[src/acfh_pkg.sv]
// acfh_pkg: shared constants and types for the cell engine host controller
// assumes the device parameter area is byte addressed with big-endian halfwords
package acfh_pkg;
   // device parameter offsets
   localparam logic [7:0] DEV_VERSION = 8'h2C;
   localparam logic [7:0] DEV_CAM_SEL = 8'h2E;
   localparam logic [7:0] DEV_RX_BASE = 8'h30;
   localparam logic [7:0] DEV_TX_BASE = 8'h34;
   localparam logic [7:0] DEV_EMPTY_CELL_HEADER = 8'h38;
   localparam logic [7:0] DEV_EPAY = 8'h3C;
   localparam logic [7:0] DEV_STATUS = 8'h4A;
   localparam logic [7:0] DEV_NM_HEAD = 8'h4C;
   localparam logic [7:0] DEV_NM_CNT = 8'h50;
   localparam logic [7:0] DEV_HEC_CNT = 8'h52;
   localparam logic [7:0] DEV_MASK = 8'h64;
   localparam logic [7:0] DEV_TABLE = 8'h68;
   localparam int TABLE_MAX = 16;
   // status halfword fields, lsb numbering
   localparam int STAT_RX_OVERFLOW_FLAG = 9;
   localparam int STAT_TX_STARVE_FLAG = 8;
   localparam int STAT_LOCK = 0;
   localparam logic [31:0] TOP2_CLR = 32'h3FFF_FFFF;
   localparam logic [31:0] LAST_BIT = 32'h8000_0000;
   // access sizes
   localparam logic [1:0] SZ_BYTE = 2'h0;
   localparam logic [1:0] SZ_HALF = 2'h1;
   localparam logic [1:0] SZ_WORD = 2'h2;
   // own register map
   localparam logic [7:0] REG_CTRL = 8'h00;
   localparam logic [7:0] REG_STAT = 8'h04;
   localparam logic [7:0] REG_TX_BASE = 8'h08;
   localparam logic [7:0] REG_RX_BASE = 8'h0C;
   localparam logic [7:0] REG_CAM_SEL = 8'h10;
   localparam logic [7:0] REG_EMPTY_CELL_HEADER = 8'h14;
   localparam logic [7:0] REG_EPAY = 8'h18;
   localparam logic [7:0] REG_MASK = 8'h1C;
   localparam logic [7:0] REG_CFG = 8'h20;
   localparam logic [7:0] REG_VERSION = 8'h24;
   localparam logic [7:0] REG_NM_HEAD = 8'h28;
   localparam logic [7:0] REG_COUNTS = 8'h2C;
   localparam logic [7:0] REG_TABLE = 8'h40;
   // control and config bits
   localparam int CTL_INIT = 0;
   localparam int CTL_CLR_STAT = 1;
   localparam int CTL_CLR_NM = 2;
   localparam int CTL_CLR_HEC = 3;
   localparam int CTL_POLL = 4;
   localparam int CFG_CAM_EN = 0;
   localparam int CFG_AUTO_POLL = 1;
   localparam int CFG_CNT_LSB = 8;
   localparam int POLL_CYCLES_DEF = 1024;
   localparam logic [4:0] POLL_LAST = 5'h04;
   localparam logic [4:0] INIT_FIXED = 5'h09;

   typedef enum logic [2:0] {OP_NONE, OP_INIT, OP_CLR_STAT, OP_CLR_NM, OP_CLR_HEC,
      OP_POLL} acfh_op_e;

   typedef struct packed {
      logic req;
      logic we;
      logic [1:0] size;
      logic [7:0] addr;
      logic [31:0] wdata;
   } acfh_dev_req_s;
endpackage
[src/acfh_host.sv]
// acfh_host: host that programs and watches one cell engine channel
// assumes a device parameter port with req/ack handshake and an AHB-Lite master
// Notes on behaviour
// - buffer bases written with top two bits cleared
// - bases change only through init, queues drained
// - byte counter locations never written
// - delineation counters never written
// - empty header and payload stored little endian
// - status halfword cleared at init, upper byte only cleared on the clear command
// - nonmatch counter cleared on command
// - mask written with bit 31 zero
// - bit 31 set only on final table entry
// - scratch locations never written
//
// The AHB-Lite register port and the register addresses are this design's own decisions.
`timescale 1ns/1ps
module acfh_host #(
   parameter int POLL_CYCLES = acfh_pkg::POLL_CYCLES_DEF
) (
   // clock and reset
   input wire logic mclk,
   input wire logic rstn,
   // ahb-lite slave
   input wire logic hsel,
   input wire logic [7:0] haddr,
   input wire logic [1:0] htrans,
   input wire logic hwrite,
   input wire logic [2:0] hsize,
   input wire logic [31:0] hwdata,
   input wire logic hready,
   output logic hreadyout,
   output logic hresp,
   output logic [31:0] hrdata,
   // device parameter port
   output acfh_pkg::acfh_dev_req_s dev_out,
   input wire logic dev_ack,
   input wire logic [31:0] dev_rdata
);
   typedef enum logic [1:0] {ST_IDLE, ST_ISSUE, ST_WAIT} acfh_state_e;

   acfh_state_e state_q;
   acfh_pkg::acfh_op_e op_q;
   logic [4:0] idx_q;
   logic [4:0] last_idx;
   acfh_pkg::acfh_dev_req_s step_d;
   logic [4:0] pend_q;
   logic [4:0] pend_set;
   logic [4:0] pend_clr;
   logic cfg_err_q;
   logic init_done_q;
   logic [31:0] tx_base_q;
   logic [31:0] rx_base_q;
   logic [15:0] cam_sel_q;
   logic [31:0] empty_cell_header_q;
   logic [31:0] epay_q;
   logic [31:0] mask_q;
   logic [31:0] cfg_q;
   logic [31:0] table_q [acfh_pkg::TABLE_MAX];
   logic [15:0] version_q;
   logic [15:0] dstat_q;
   logic [31:0] nm_head_q;
   logic [15:0] nm_cnt_q;
   logic [15:0] hec_cnt_q;
   logic [4:0] n_entries;
   logic [31:0] poll_cnt_q;
   logic poll_tick;
   logic ph_q;
   logic ph_write_q;
   logic [7:0] ph_addr_q;
   logic [31:0] rd_d;
   logic bus_wr;

   function automatic logic [31:0] swap32(input logic [31:0] v);
      return {v[7:0], v[15:8], v[23:16], v[31:24]};
   endfunction

   // address phase capture, one wait state in the data phase
   always_ff @(posedge mclk or negedge rstn)
   begin
      if (!rstn)
      begin
         ph_q <= 1'b0;
         ph_write_q <= 1'b0;
         ph_addr_q <= 8'h00;
         hreadyout <= 1'b1;
      end
      else if (ph_q)
      begin
         ph_q <= 1'b0;
         hreadyout <= 1'b1;
      end
      else if (hsel && htrans[1] && hready)
      begin
         ph_q <= 1'b1;
         ph_write_q <= hwrite;
         ph_addr_q <= {haddr[7:2], 2'b00};
         hreadyout <= 1'b0;
      end
   end

   always_ff @(posedge mclk or negedge rstn)
   begin
      if (!rstn)
         hresp <= 1'b0;
      else
         hresp <= 1'b0;
   end

   assign bus_wr = ph_q && ph_write_q;

   // read mux, unmapped below REG_TABLE reads as zero; from REG_TABLE up the table repeats
   always_comb
   begin
      rd_d = 32'h0000_0000;
      if (ph_addr_q >= acfh_pkg::REG_TABLE)
         rd_d = table_q[ph_addr_q[5:2]];
      else
         case (ph_addr_q)
            acfh_pkg::REG_CTRL: rd_d = {27'h0000000, pend_q};
            acfh_pkg::REG_STAT: rd_d = {dstat_q, 13'h0000, init_done_q, cfg_err_q,
               state_q != ST_IDLE || pend_q != 5'h00};
            acfh_pkg::REG_TX_BASE: rd_d = tx_base_q;
            acfh_pkg::REG_RX_BASE: rd_d = rx_base_q;
            acfh_pkg::REG_CAM_SEL: rd_d = {16'h0000, cam_sel_q};
            acfh_pkg::REG_EMPTY_CELL_HEADER: rd_d = empty_cell_header_q;
            acfh_pkg::REG_EPAY: rd_d = epay_q;
            acfh_pkg::REG_MASK: rd_d = mask_q;
            acfh_pkg::REG_CFG: rd_d = cfg_q;
            acfh_pkg::REG_VERSION: rd_d = {16'h0000, version_q};
            acfh_pkg::REG_NM_HEAD: rd_d = nm_head_q;
            acfh_pkg::REG_COUNTS: rd_d = {nm_cnt_q, hec_cnt_q};
            default: rd_d = 32'h0000_0000;
         endcase
   end

   always_ff @(posedge mclk or negedge rstn)
   begin
      if (!rstn)
         hrdata <= 32'h0000_0000;
      else if (ph_q && !ph_write_q)
         hrdata <= rd_d;
   end

   // software configuration registers
   always_ff @(posedge mclk or negedge rstn)
   begin
      if (!rstn)
      begin
         tx_base_q <= 32'h0000_0000;
         rx_base_q <= 32'h0000_0000;
         cam_sel_q <= 16'h0000;
         empty_cell_header_q <= 32'h0000_0000;
         epay_q <= 32'h0000_0000;
         mask_q <= 32'h0000_0000;
         cfg_q <= 32'h0000_0000;
         for (int i = 0; i < acfh_pkg::TABLE_MAX; i++)
            table_q[i] <= 32'h0000_0000;
      end
      else if (bus_wr)
      begin
         if (ph_addr_q >= acfh_pkg::REG_TABLE)
            table_q[ph_addr_q[5:2]] <= hwdata;
         else
            case (ph_addr_q)
               acfh_pkg::REG_TX_BASE: tx_base_q <= hwdata;
               acfh_pkg::REG_RX_BASE: rx_base_q <= hwdata;
               acfh_pkg::REG_CAM_SEL: cam_sel_q <= hwdata[15:0];
               acfh_pkg::REG_EMPTY_CELL_HEADER: empty_cell_header_q <= hwdata;
               acfh_pkg::REG_EPAY: epay_q <= hwdata;
               acfh_pkg::REG_MASK: mask_q <= hwdata;
               acfh_pkg::REG_CFG: cfg_q <= hwdata;
               default: ;
            endcase
      end
   end

   // auto poll divider
   always_ff @(posedge mclk or negedge rstn)
   begin
      if (!rstn)
         poll_cnt_q <= 32'h0000_0000;
      else if (!cfg_q[acfh_pkg::CFG_AUTO_POLL] || poll_tick)
         poll_cnt_q <= 32'h0000_0000;
      else
         poll_cnt_q <= poll_cnt_q + 32'h0000_0001;
   end

   assign poll_tick = cfg_q[acfh_pkg::CFG_AUTO_POLL] &&
      poll_cnt_q == 32'(POLL_CYCLES - 1);

   // pending commands, a new request wins over completion
   assign pend_set = (bus_wr && ph_addr_q == acfh_pkg::REG_CTRL ? hwdata[4:0] : 5'h00) |
      {poll_tick, 4'h0};

   always_ff @(posedge mclk or negedge rstn)
   begin
      if (!rstn)
         pend_q <= 5'h00;
      else
         pend_q <= (pend_q & ~pend_clr) | pend_set;
   end

   // table length clamped to 1..16
   assign n_entries = cfg_q[acfh_pkg::CFG_CNT_LSB +: 5] == 5'h00 ? 5'h01 :
      cfg_q[acfh_pkg::CFG_CNT_LSB +: 5] > 5'h10 ? 5'h10 : cfg_q[acfh_pkg::CFG_CNT_LSB +: 5];

   always_comb
   begin
      case (op_q)
         acfh_pkg::OP_INIT: last_idx = acfh_pkg::INIT_FIXED + n_entries - 5'h01;
         acfh_pkg::OP_POLL: last_idx = acfh_pkg::POLL_LAST;
         default: last_idx = 5'h00;
      endcase
   end

   // access for the current step; byte counters, delineation and scratch never addressed
   always_comb
   begin
      step_d = '{req: 1'b1, we: 1'b1, size: acfh_pkg::SZ_WORD, addr: 8'h00,
         wdata: 32'h0000_0000};
      case (op_q)
         acfh_pkg::OP_INIT:
            case (idx_q)
               5'h00: step_d.addr = acfh_pkg::DEV_RX_BASE;
               5'h01: step_d.addr = acfh_pkg::DEV_TX_BASE;
               5'h02: step_d.addr = acfh_pkg::DEV_CAM_SEL;
               5'h03: step_d.addr = acfh_pkg::DEV_EMPTY_CELL_HEADER;
               5'h04: step_d.addr = acfh_pkg::DEV_EPAY;
               5'h05: step_d.addr = acfh_pkg::DEV_STATUS;
               5'h06: step_d.addr = acfh_pkg::DEV_NM_CNT;
               5'h07: step_d.addr = acfh_pkg::DEV_HEC_CNT;
               5'h08: step_d.addr = acfh_pkg::DEV_MASK;
               default: step_d.addr = acfh_pkg::DEV_TABLE +
                  {idx_q[3:0] - 4'h9, 2'b00};
            endcase
         acfh_pkg::OP_CLR_STAT:
         begin
            step_d.size = acfh_pkg::SZ_BYTE;
            step_d.addr = acfh_pkg::DEV_STATUS;
         end
         acfh_pkg::OP_CLR_NM: step_d.addr = acfh_pkg::DEV_NM_CNT;
         acfh_pkg::OP_CLR_HEC: step_d.addr = acfh_pkg::DEV_HEC_CNT;
         acfh_pkg::OP_POLL:
         begin
            step_d.we = 1'b0;
            case (idx_q)
               5'h00: step_d.addr = acfh_pkg::DEV_VERSION;
               5'h01: step_d.addr = acfh_pkg::DEV_STATUS;
               5'h02: step_d.addr = acfh_pkg::DEV_NM_HEAD;
               5'h03: step_d.addr = acfh_pkg::DEV_NM_CNT;
               default: step_d.addr = acfh_pkg::DEV_HEC_CNT;
            endcase
         end
         default: step_d.req = 1'b0;
      endcase
      if (op_q == acfh_pkg::OP_INIT)
         case (idx_q)
            5'h00: step_d.wdata = rx_base_q & acfh_pkg::TOP2_CLR;
            5'h01: step_d.wdata = tx_base_q & acfh_pkg::TOP2_CLR;
            5'h02: step_d.wdata = {16'h0000, cam_sel_q};
            5'h03: step_d.wdata = swap32(empty_cell_header_q);
            5'h04: step_d.wdata = swap32(epay_q);
            5'h05, 5'h06, 5'h07: step_d.wdata = 32'h0000_0000;
            5'h08: step_d.wdata = mask_q & ~acfh_pkg::LAST_BIT;
            default: step_d.wdata = (table_q[4'(idx_q - 5'h09)] & ~acfh_pkg::LAST_BIT) |
               (idx_q == last_idx ? acfh_pkg::LAST_BIT : 32'h0000_0000);
         endcase
      if (op_q == acfh_pkg::OP_INIT && (idx_q == 5'h02 || (idx_q >= 5'h05 && idx_q <= 5'h07)))
         step_d.size = acfh_pkg::SZ_HALF;
      if (op_q == acfh_pkg::OP_CLR_NM || op_q == acfh_pkg::OP_CLR_HEC)
         step_d.size = acfh_pkg::SZ_HALF;
      if (op_q == acfh_pkg::OP_POLL && idx_q != 5'h02)
         step_d.size = acfh_pkg::SZ_HALF;
   end

   // sequencer: pick an order, walk its steps over the device port
   always_ff @(posedge mclk or negedge rstn)
   begin
      if (!rstn)
      begin
         state_q <= ST_IDLE;
         op_q <= acfh_pkg::OP_NONE;
         idx_q <= 5'h00;
         cfg_err_q <= 1'b0;
         init_done_q <= 1'b0;
         dev_out <= '0;
      end
      else
         case (state_q)
            ST_IDLE:
            begin
               idx_q <= 5'h00;
               if (pend_q[acfh_pkg::CTL_INIT])
               begin
                  if (cfg_q[acfh_pkg::CFG_CAM_EN] && cam_sel_q == 16'h0000)
                  begin
                     cfg_err_q <= 1'b1;
                     op_q <= acfh_pkg::OP_NONE;
                  end
                  else
                  begin
                     cfg_err_q <= 1'b0;
                     init_done_q <= 1'b0;
                     op_q <= acfh_pkg::OP_INIT;
                     state_q <= ST_ISSUE;
                  end
               end
               else if (pend_q[acfh_pkg::CTL_CLR_STAT])
               begin
                  op_q <= acfh_pkg::OP_CLR_STAT;
                  state_q <= ST_ISSUE;
               end
               else if (pend_q[acfh_pkg::CTL_CLR_NM])
               begin
                  op_q <= acfh_pkg::OP_CLR_NM;
                  state_q <= ST_ISSUE;
               end
               else if (pend_q[acfh_pkg::CTL_CLR_HEC])
               begin
                  op_q <= acfh_pkg::OP_CLR_HEC;
                  state_q <= ST_ISSUE;
               end
               else if (pend_q[acfh_pkg::CTL_POLL])
               begin
                  op_q <= acfh_pkg::OP_POLL;
                  state_q <= ST_ISSUE;
               end
               else
                  op_q <= acfh_pkg::OP_NONE;
            end
            ST_ISSUE:
            begin
               dev_out <= step_d;
               state_q <= ST_WAIT;
            end
            ST_WAIT:
               if (dev_ack)
               begin
                  dev_out.req <= 1'b0;
                  if (idx_q == last_idx)
                  begin
                     state_q <= ST_IDLE;
                     if (op_q == acfh_pkg::OP_INIT)
                        init_done_q <= 1'b1;
                  end
                  else
                  begin
                     idx_q <= idx_q + 5'h01;
                     state_q <= ST_ISSUE;
                  end
               end
            default: state_q <= ST_IDLE;
         endcase
   end

   // completion and refusal retire the pending bit
   always_comb
   begin
      pend_clr = 5'h00;
      if (state_q == ST_IDLE && pend_q[acfh_pkg::CTL_INIT] &&
         cfg_q[acfh_pkg::CFG_CAM_EN] && cam_sel_q == 16'h0000)
         pend_clr[acfh_pkg::CTL_INIT] = 1'b1;
      if (state_q == ST_WAIT && dev_ack && idx_q == last_idx)
         case (op_q)
            acfh_pkg::OP_INIT: pend_clr[acfh_pkg::CTL_INIT] = 1'b1;
            acfh_pkg::OP_CLR_STAT: pend_clr[acfh_pkg::CTL_CLR_STAT] = 1'b1;
            acfh_pkg::OP_CLR_NM: pend_clr[acfh_pkg::CTL_CLR_NM] = 1'b1;
            acfh_pkg::OP_CLR_HEC: pend_clr[acfh_pkg::CTL_CLR_HEC] = 1'b1;
            acfh_pkg::OP_POLL: pend_clr[acfh_pkg::CTL_POLL] = 1'b1;
            default: pend_clr = 5'h00;
         endcase
   end

   // poll results
   always_ff @(posedge mclk or negedge rstn)
   begin
      if (!rstn)
      begin
         version_q <= 16'h0000;
         dstat_q <= 16'h0000;
         nm_head_q <= 32'h0000_0000;
         nm_cnt_q <= 16'h0000;
         hec_cnt_q <= 16'h0000;
      end
      else if (state_q == ST_WAIT && dev_ack && op_q == acfh_pkg::OP_POLL)
         case (idx_q)
            5'h00: version_q <= dev_rdata[15:0];
            5'h01: dstat_q <= dev_rdata[15:0];
            5'h02: nm_head_q <= dev_rdata;
            5'h03: nm_cnt_q <= dev_rdata[15:0];
            default: hec_cnt_q <= dev_rdata[15:0];
         endcase
   end
endmodule // acfh_host

[config.mk]
export PLATFORM = sky130hd
export DESIGN_NAME = acfh_host
export DESIGN_NICKNAME = d
export VERILOG_FILES = /design/src/acfh_pkg.sv /design/src/acfh_host.sv
export SDC_FILE = /design/constraint.sdc
export NUM_CORES = 2
export LEC_CHECK = 0
export BUFFER_PORTS_ARGS = -buffer_cell sky130_fd_sc_hd__buf_2
export CAP_MARGIN = 20
export CORE_MARGIN = 3
export CORE_UTILIZATION = 40
export CTS_BUF_LIST = sky130_fd_sc_hd__clkbuf_4
export DETAILED_ROUTE_END_ITERATION = 6
export HOLD_SLACK_MARGIN = 0.1
export SYNTH_ARGS = -nofsm -noshare
export SYNTH_HDL_FRONTEND = slang
export SYNTH_SLANG_ARGS = --single-unit
[constraint.sdc]
create_clock -name mclk -period 3.78 [get_ports mclk]
set_input_delay 0.756 -clock mclk [delete_from_list [all_inputs] [get_ports mclk]]
set_output_delay 0.756 -clock mclk [all_outputs]
set_load 0.01 [all_outputs]
# ---- Yosys cells after proc, flatten, opt, wreduce, memory -nomap -nowiden
# Cells that the tools add are included.
dict set report word_totals {
  out_inout_bits 78
  wordCells 228
  ff_bits 950
  inputBits 83
}
dict set report classes {
  reduce_logical 56
  muxes 66
  n_addsub 7
  bitwise_logic 10
  magnitude_cmp 7
  eq_ne 37
}
# operator n
set op_table {}
lappend op_table {{$bwmux W512} 1}
lappend op_table {{$pmux W32 S12} 1}
lappend op_table {{$bmux W32 S4} 2}
lappend op_table {{$mux W32} 7}
lappend op_table {{$pmux W32 S7} 1}
lappend op_table {{$demux W32 S4} 1}
lappend op_table {{$pmux W8 S9} 1}
lappend op_table {{$mux W31} 2}
lappend op_table {{$pmux W8 S5} 1}
lappend op_table {{$add A32 B1 Y32 const B} 1}
lappend op_table {{$eq A32 B10 Y1 const B} 1}
lappend op_table {{$or A31 B32 Y32} 1}
lappend op_table {{$mux W5} 6}
lappend op_table {{$pmux W7 S4} 1}
lappend op_table {{$reduce_and A3 Y1} 9}
lappend op_table {{$eq A6 B3 Y1 const B} 4}
lappend op_table {{$eq A6 B4 Y1 const B} 4}
lappend op_table {{$mux W2} 11}
lappend op_table {{$eq A5 B3 Y1 const B} 4}
lappend op_table {{$mux W1} 20}
lappend op_table {{$pmux W5 S2} 2}
lappend op_table {{$reduce_and A2 Y1} 9}
lappend op_table {{$logic_and A1 B1 Y1} 17}
lappend op_table {{$logic_not A16 Y1} 1}
lappend op_table {{45 further kinds} 75}

# ---- Logic depth before layout (Yosys ltp)
dict set report depth {
  depth_word 12
  mapped_depth 15
  depth_no_buf 12
}

# ---- Least setup slack after synthesis
# Ideal clock, no wire load.
dict set report synth_path {
  path_kind {register to register}
  start {register idx_q[0]}
  end {register dev_out[37] (netlist name)}
  setup_time_ps 69
  path_buffers 4
  t_arrival_ps 2659
  slack_ps 1052
  stages_incl_launch_ff 16
  required_time_ps 3711
  period_less_slack_ps 2728
  path_cell_list {dfrtp_1 buf_2 inv_1 ha_1 clkbuf_1 clkbuf_1 buf_2 inv_1 ha_1 inv_1 ha_1 a31oi_1 nor3_1 nand2_1 nand2_1 nand3_1}
}
dict set report synth_between {
  elab_chain_len 4
  word_cells_on_any_way 14
  cone_classes {add/sub: 2; eq/ne: 8; mux: 3; reduce/logical: 1}
}
# element line
set synth_rtl {}
lappend synth_rtl {{start: declaration} acfh_host.sv:43} ;# logic [4:0] idx_q;
lappend synth_rtl {{start signal: assignment} acfh_host.sv:348} ;# idx_q <= idx_q + 5'h01;
lappend synth_rtl {{$sub A4 B4 Y4} acfh_host.sv:234} ;# {idx_q[3:0] - 4'h9, 2'b00};
lappend synth_rtl {{$add A7 B6 Y8} acfh_host.sv:233} ;# default: step_d.addr = acfh_pkg::DEV_TABLE +
lappend synth_rtl {{$pmux W8 S9} acfh_host.sv:223} ;# case (idx_q)
lappend synth_rtl {{$pmux W8 S5 *} acfh_host.sv:221} ;# case (op_q)
lappend synth_rtl {{end signal: assignment} acfh_host.sv:333} ;# dev_out <= step_d;
lappend synth_rtl {{end: declaration} acfh_host.sv:35} ;# output acfh_pkg::acfh_dev_req_s dev_out,
# Mark *: on every way between the ends. The rest lies on a longest branch, timed or not.
# A chain may end at the register's enable or synchronous reset.

# ---- Worst setup path after layout
dict set report layout_path {
  start {register idx_q[1]}
  end {register dev_out[13] (netlist name)}
}
dict set report layout_between {
  elab_chain_len 8
  word_cells_on_any_way 18
  cone_classes {add/sub: 1; eq/ne: 8; mux: 5; bitwise: 2; reduce/logical: 2}
}
# element line
set layout_rtl {}
lappend layout_rtl {{$sub A4 B4 Y4} acfh_host.sv:265} ;# default: step_d.wdata = (table_q[4'(idx_q - 5'h09)] & ~acfh_pkg::LAST_BIT) |
lappend layout_rtl {{$not A4 Y5 (not written as such)} acfh_host.sv:265}
lappend layout_rtl {{$bmux W32 S4} acfh_host.sv:265}
lappend layout_rtl {{$mux W31 (not written as such) (2 in series)} acfh_host.sv:265}
lappend layout_rtl {{$or A31 B32 Y32} acfh_host.sv:265}
lappend layout_rtl {{$pmux W32 S7 *} acfh_host.sv:257} ;# case (idx_q)
lappend layout_rtl {{$mux W32 *} acfh_host.sv:256} ;# if (op_q == acfh_pkg::OP_INIT)
# Mark *: on every way between the ends. The rest lies on a longest branch, timed or not. The select of a mux whose other input is x is not followed.

==> run metrics <==
total power ~0.027 W; Leakage between 20 and 25 nW; Worst Hold Class input pin to register; Synth top area share 50.3%; # port buffers 152; Resize count post-CTS 0; crit-path cells inv_1, ha_4, and3_1, a222oi_1, a21oi_1, a211o_1; Avg Synthesized Cell Area between 10 and 15 sq um; gr usage total 25.7%; I/O Pins between 150 and 200; htree depth 4; Post-Syn Area about 0.047 sq mm; Pre-Repair DR Iteration Count 6; Clk pin slew, worst setup/hold paths 0.07 ns; WL final 157000 um; Netlist cell types just under 80; pin count of the biggest net entering global routing between 100 and 150; CP Data Required Time about 4.8 ns; Synth area leaders dfrtp_1 50%, mux2_2 20%, mux4_2 13%; cell with the largest stage delay on the worst path a222oi_1; CP startpoint idx_q[1]; R2R Path Start idx_q[1]; Layout Nets between 3000 and 4000; Startpoint Class register; R2R setup slack around 0.57 ns; final worst path period need 3.21 ns; power density over cell area 506 mW/mm^2; initial antenna violation count 10; vias per cell roughly 6; Die Y 349 um; share of layout cells above drive strength 1 a little under 50%; worst-margin pin slew about 1.1 ns; RR Endpoint dev_out[13]; vias in the first global route 33649; Syn. warnings 0; Worst setup EP type register; routability cong. ~0.92; status finished clean; crit share post-route 84.9%; CP endpoint dev_out[13]; most numerous cell in the Yosys netlist dfrtp_1; Worst EP arrival 4.21 ns; die area 0.122 sq mm; global-route wire length before repair around 230000 um; Fin. Hold Viols 0; die width approximately 350 um; synth cell count leaders 948 x dfrtp_1, 830 x mux2_2, 263 x mux4_2; post-DP HPWL roughly 100000 um; DR iter-0 viols 3161; max_cap viols 0; CTS tree yes; leading area contributor after synthesis dfrtp_1; Rows 125; Avg WL per Cell approximately 29 um; largest fanout on the critical path 15; Clk Latency, worst-skew pair 1.19 ns; relative slew slack about 27%; GR Overflow Total 0; Fmax achieved between 0.3 and 0.4 GHz; Final Skew between 0.08 and 0.09 ns; Max VDD drop ~0.00038 V; CTS Sinks 949; fin. max-slew vios 0; Initial Utilization 40.4%; clk root buf clkbuf_4; slowest stage delay, CP ~0.85 ns; Crit Path Class register to register; sequential area share after synthesis between 50% and 60%; Remaining DRCs 0; Fin Setup TNS 0 ns; CTS Buf Count ~240; Final setup viols 0; post-route setup slack roughly 0.57 ns; r2r worst-path depth 6; Synth Flop Type dfrtp_1; Area growth syn-to-layout 14.2%; Place WS between 0.7 and 0.8 ns; unrepaired setup endpoints after global routing no; Yosys reg bits ~950; core region area 0.117 sq mm; clock buffer depth 3; Async SR Flop Fraction 100%; Post-synth EDFFs 0; Vias between 30000 and 40000; DRT antenna net count 0; Mapped Cells ~3300
==> placed cells by master, fill, tap and decap left out, types with 39 or more instances in the layout <==
master and n:
a21oi_1 61, a222oi_1 42, a22oi_1 115, buf_2 151
buf_4 110, clkbuf_4 370, clkinv_1 40, dfrtp_1 945
dlygate4sd3_1 72, mux2_2 830, mux2i_1 99, mux4_2 263
nand2_1 104, nand3_1 43, nor2_1 70, o22ai_1 39
==> per-layer routing <==
metal / routed length, um / track usage (%)
met1: 64300 / 34.0
met3: 13700 / 6.92
met4: 6850 / 11.8
met2: 72200 / 39.8
met5: 45 / 0
==> worst max-delay path: cells and delay by family (launching register included) <==
kind	cells	cell delay [ns]
AO/OA/AOI/OAI	3	1.40
flip-flops	1	0.59
AND/OR/NAND/NOR	1	0.54
adder cells (fa/ha/maj)	1	0.26
buffers and inverters	1	0.22
==> per-stage QoR <==
stage	std cells	instance area, sq um	hold WS, ns	util, %
6_report	5334	53900	0.299	46.2
5_1_grt	5329	53900	0.206	46.2
4_1_cts	5323	53800	0.132	46.1
3_5_place_dp	4827	50100	0.468	42.9
3_3_place_gp	4826	50000	0.459	42.9
2_1_floorplan	3327	47200	0.450	-
==> timing repair <==
item	4_1_cts	5_1_grt
hold buffers	73	0
hold endpoints to repair	1415	0
buffers inserted	0	0
==> state kept, by name, summed over array words and instances (netlist names), 2 cells and up <==
register,cells
hrdata,32
version_q,16
empty_cell_header_q,32
nm_head_q,32
rx_base_q,32
hec_cnt_q,16
pend_q,5
idx_q,5
tx_base_q,32
dev_out,43
cam_sel_q,16
poll_cnt_q,32
op_q,3
dstat_q,16
epay_q,32
table_q,512
ph_addr_q,6
cfg_q,32
mask_q,32
nm_cnt_q,16
state_q,2
==> area by class of cell <==
class                           count  area (sq um)
Antenna cell                       11          27.5
Clock buffer                      370          2780
Clock inverter                     53           248
Fill cell                       10534         62800
Inverter                           18          71.3
Multi-Input combinational cell   2047         22200
Sequential cell                   949         23800
Tap cell                         1524          1910
Timing Repair Buffer              362          2890
==> worst min-delay path by stage <==
stage | endpoint | startpoint | cells after the start
after floorplan | cfg_err_q | cfg_err_q | 2
after global placement | dev_out[36] | dev_out[36] | 2
after detailed placement | dev_out[36] | dev_out[36] | 2
after CTS | cfg_q[4] | hwdata[4] | 2
after global routing | empty_cell_header_q[4] | hwdata[4] | 2
final | tx_base_q[4] | hwdata[4] | 2
==> report_power, final <==
part           switching [W]  internal (W)  total [W]
sequential          0.000837        0.0110     0.0119
clock                0.00429       0.00447    0.00876
combinational        0.00379       0.00285    0.00664
total                0.00891        0.0184     0.0273
==> kinds of logic after synthesis <==
logic type      count (synthesis)  synth area share, %
simple gates                  359                 3.77
flops                         949                 50.3
xor+xnor                       35                0.650
buf+inv                       331                 3.13
mux                          1206                 34.8
compound gates                435                 7.05
fa+ha+maj                      10                0.265
other cells                     1              0.00795
Note: power is estimated with default switching activity, not from simulation.
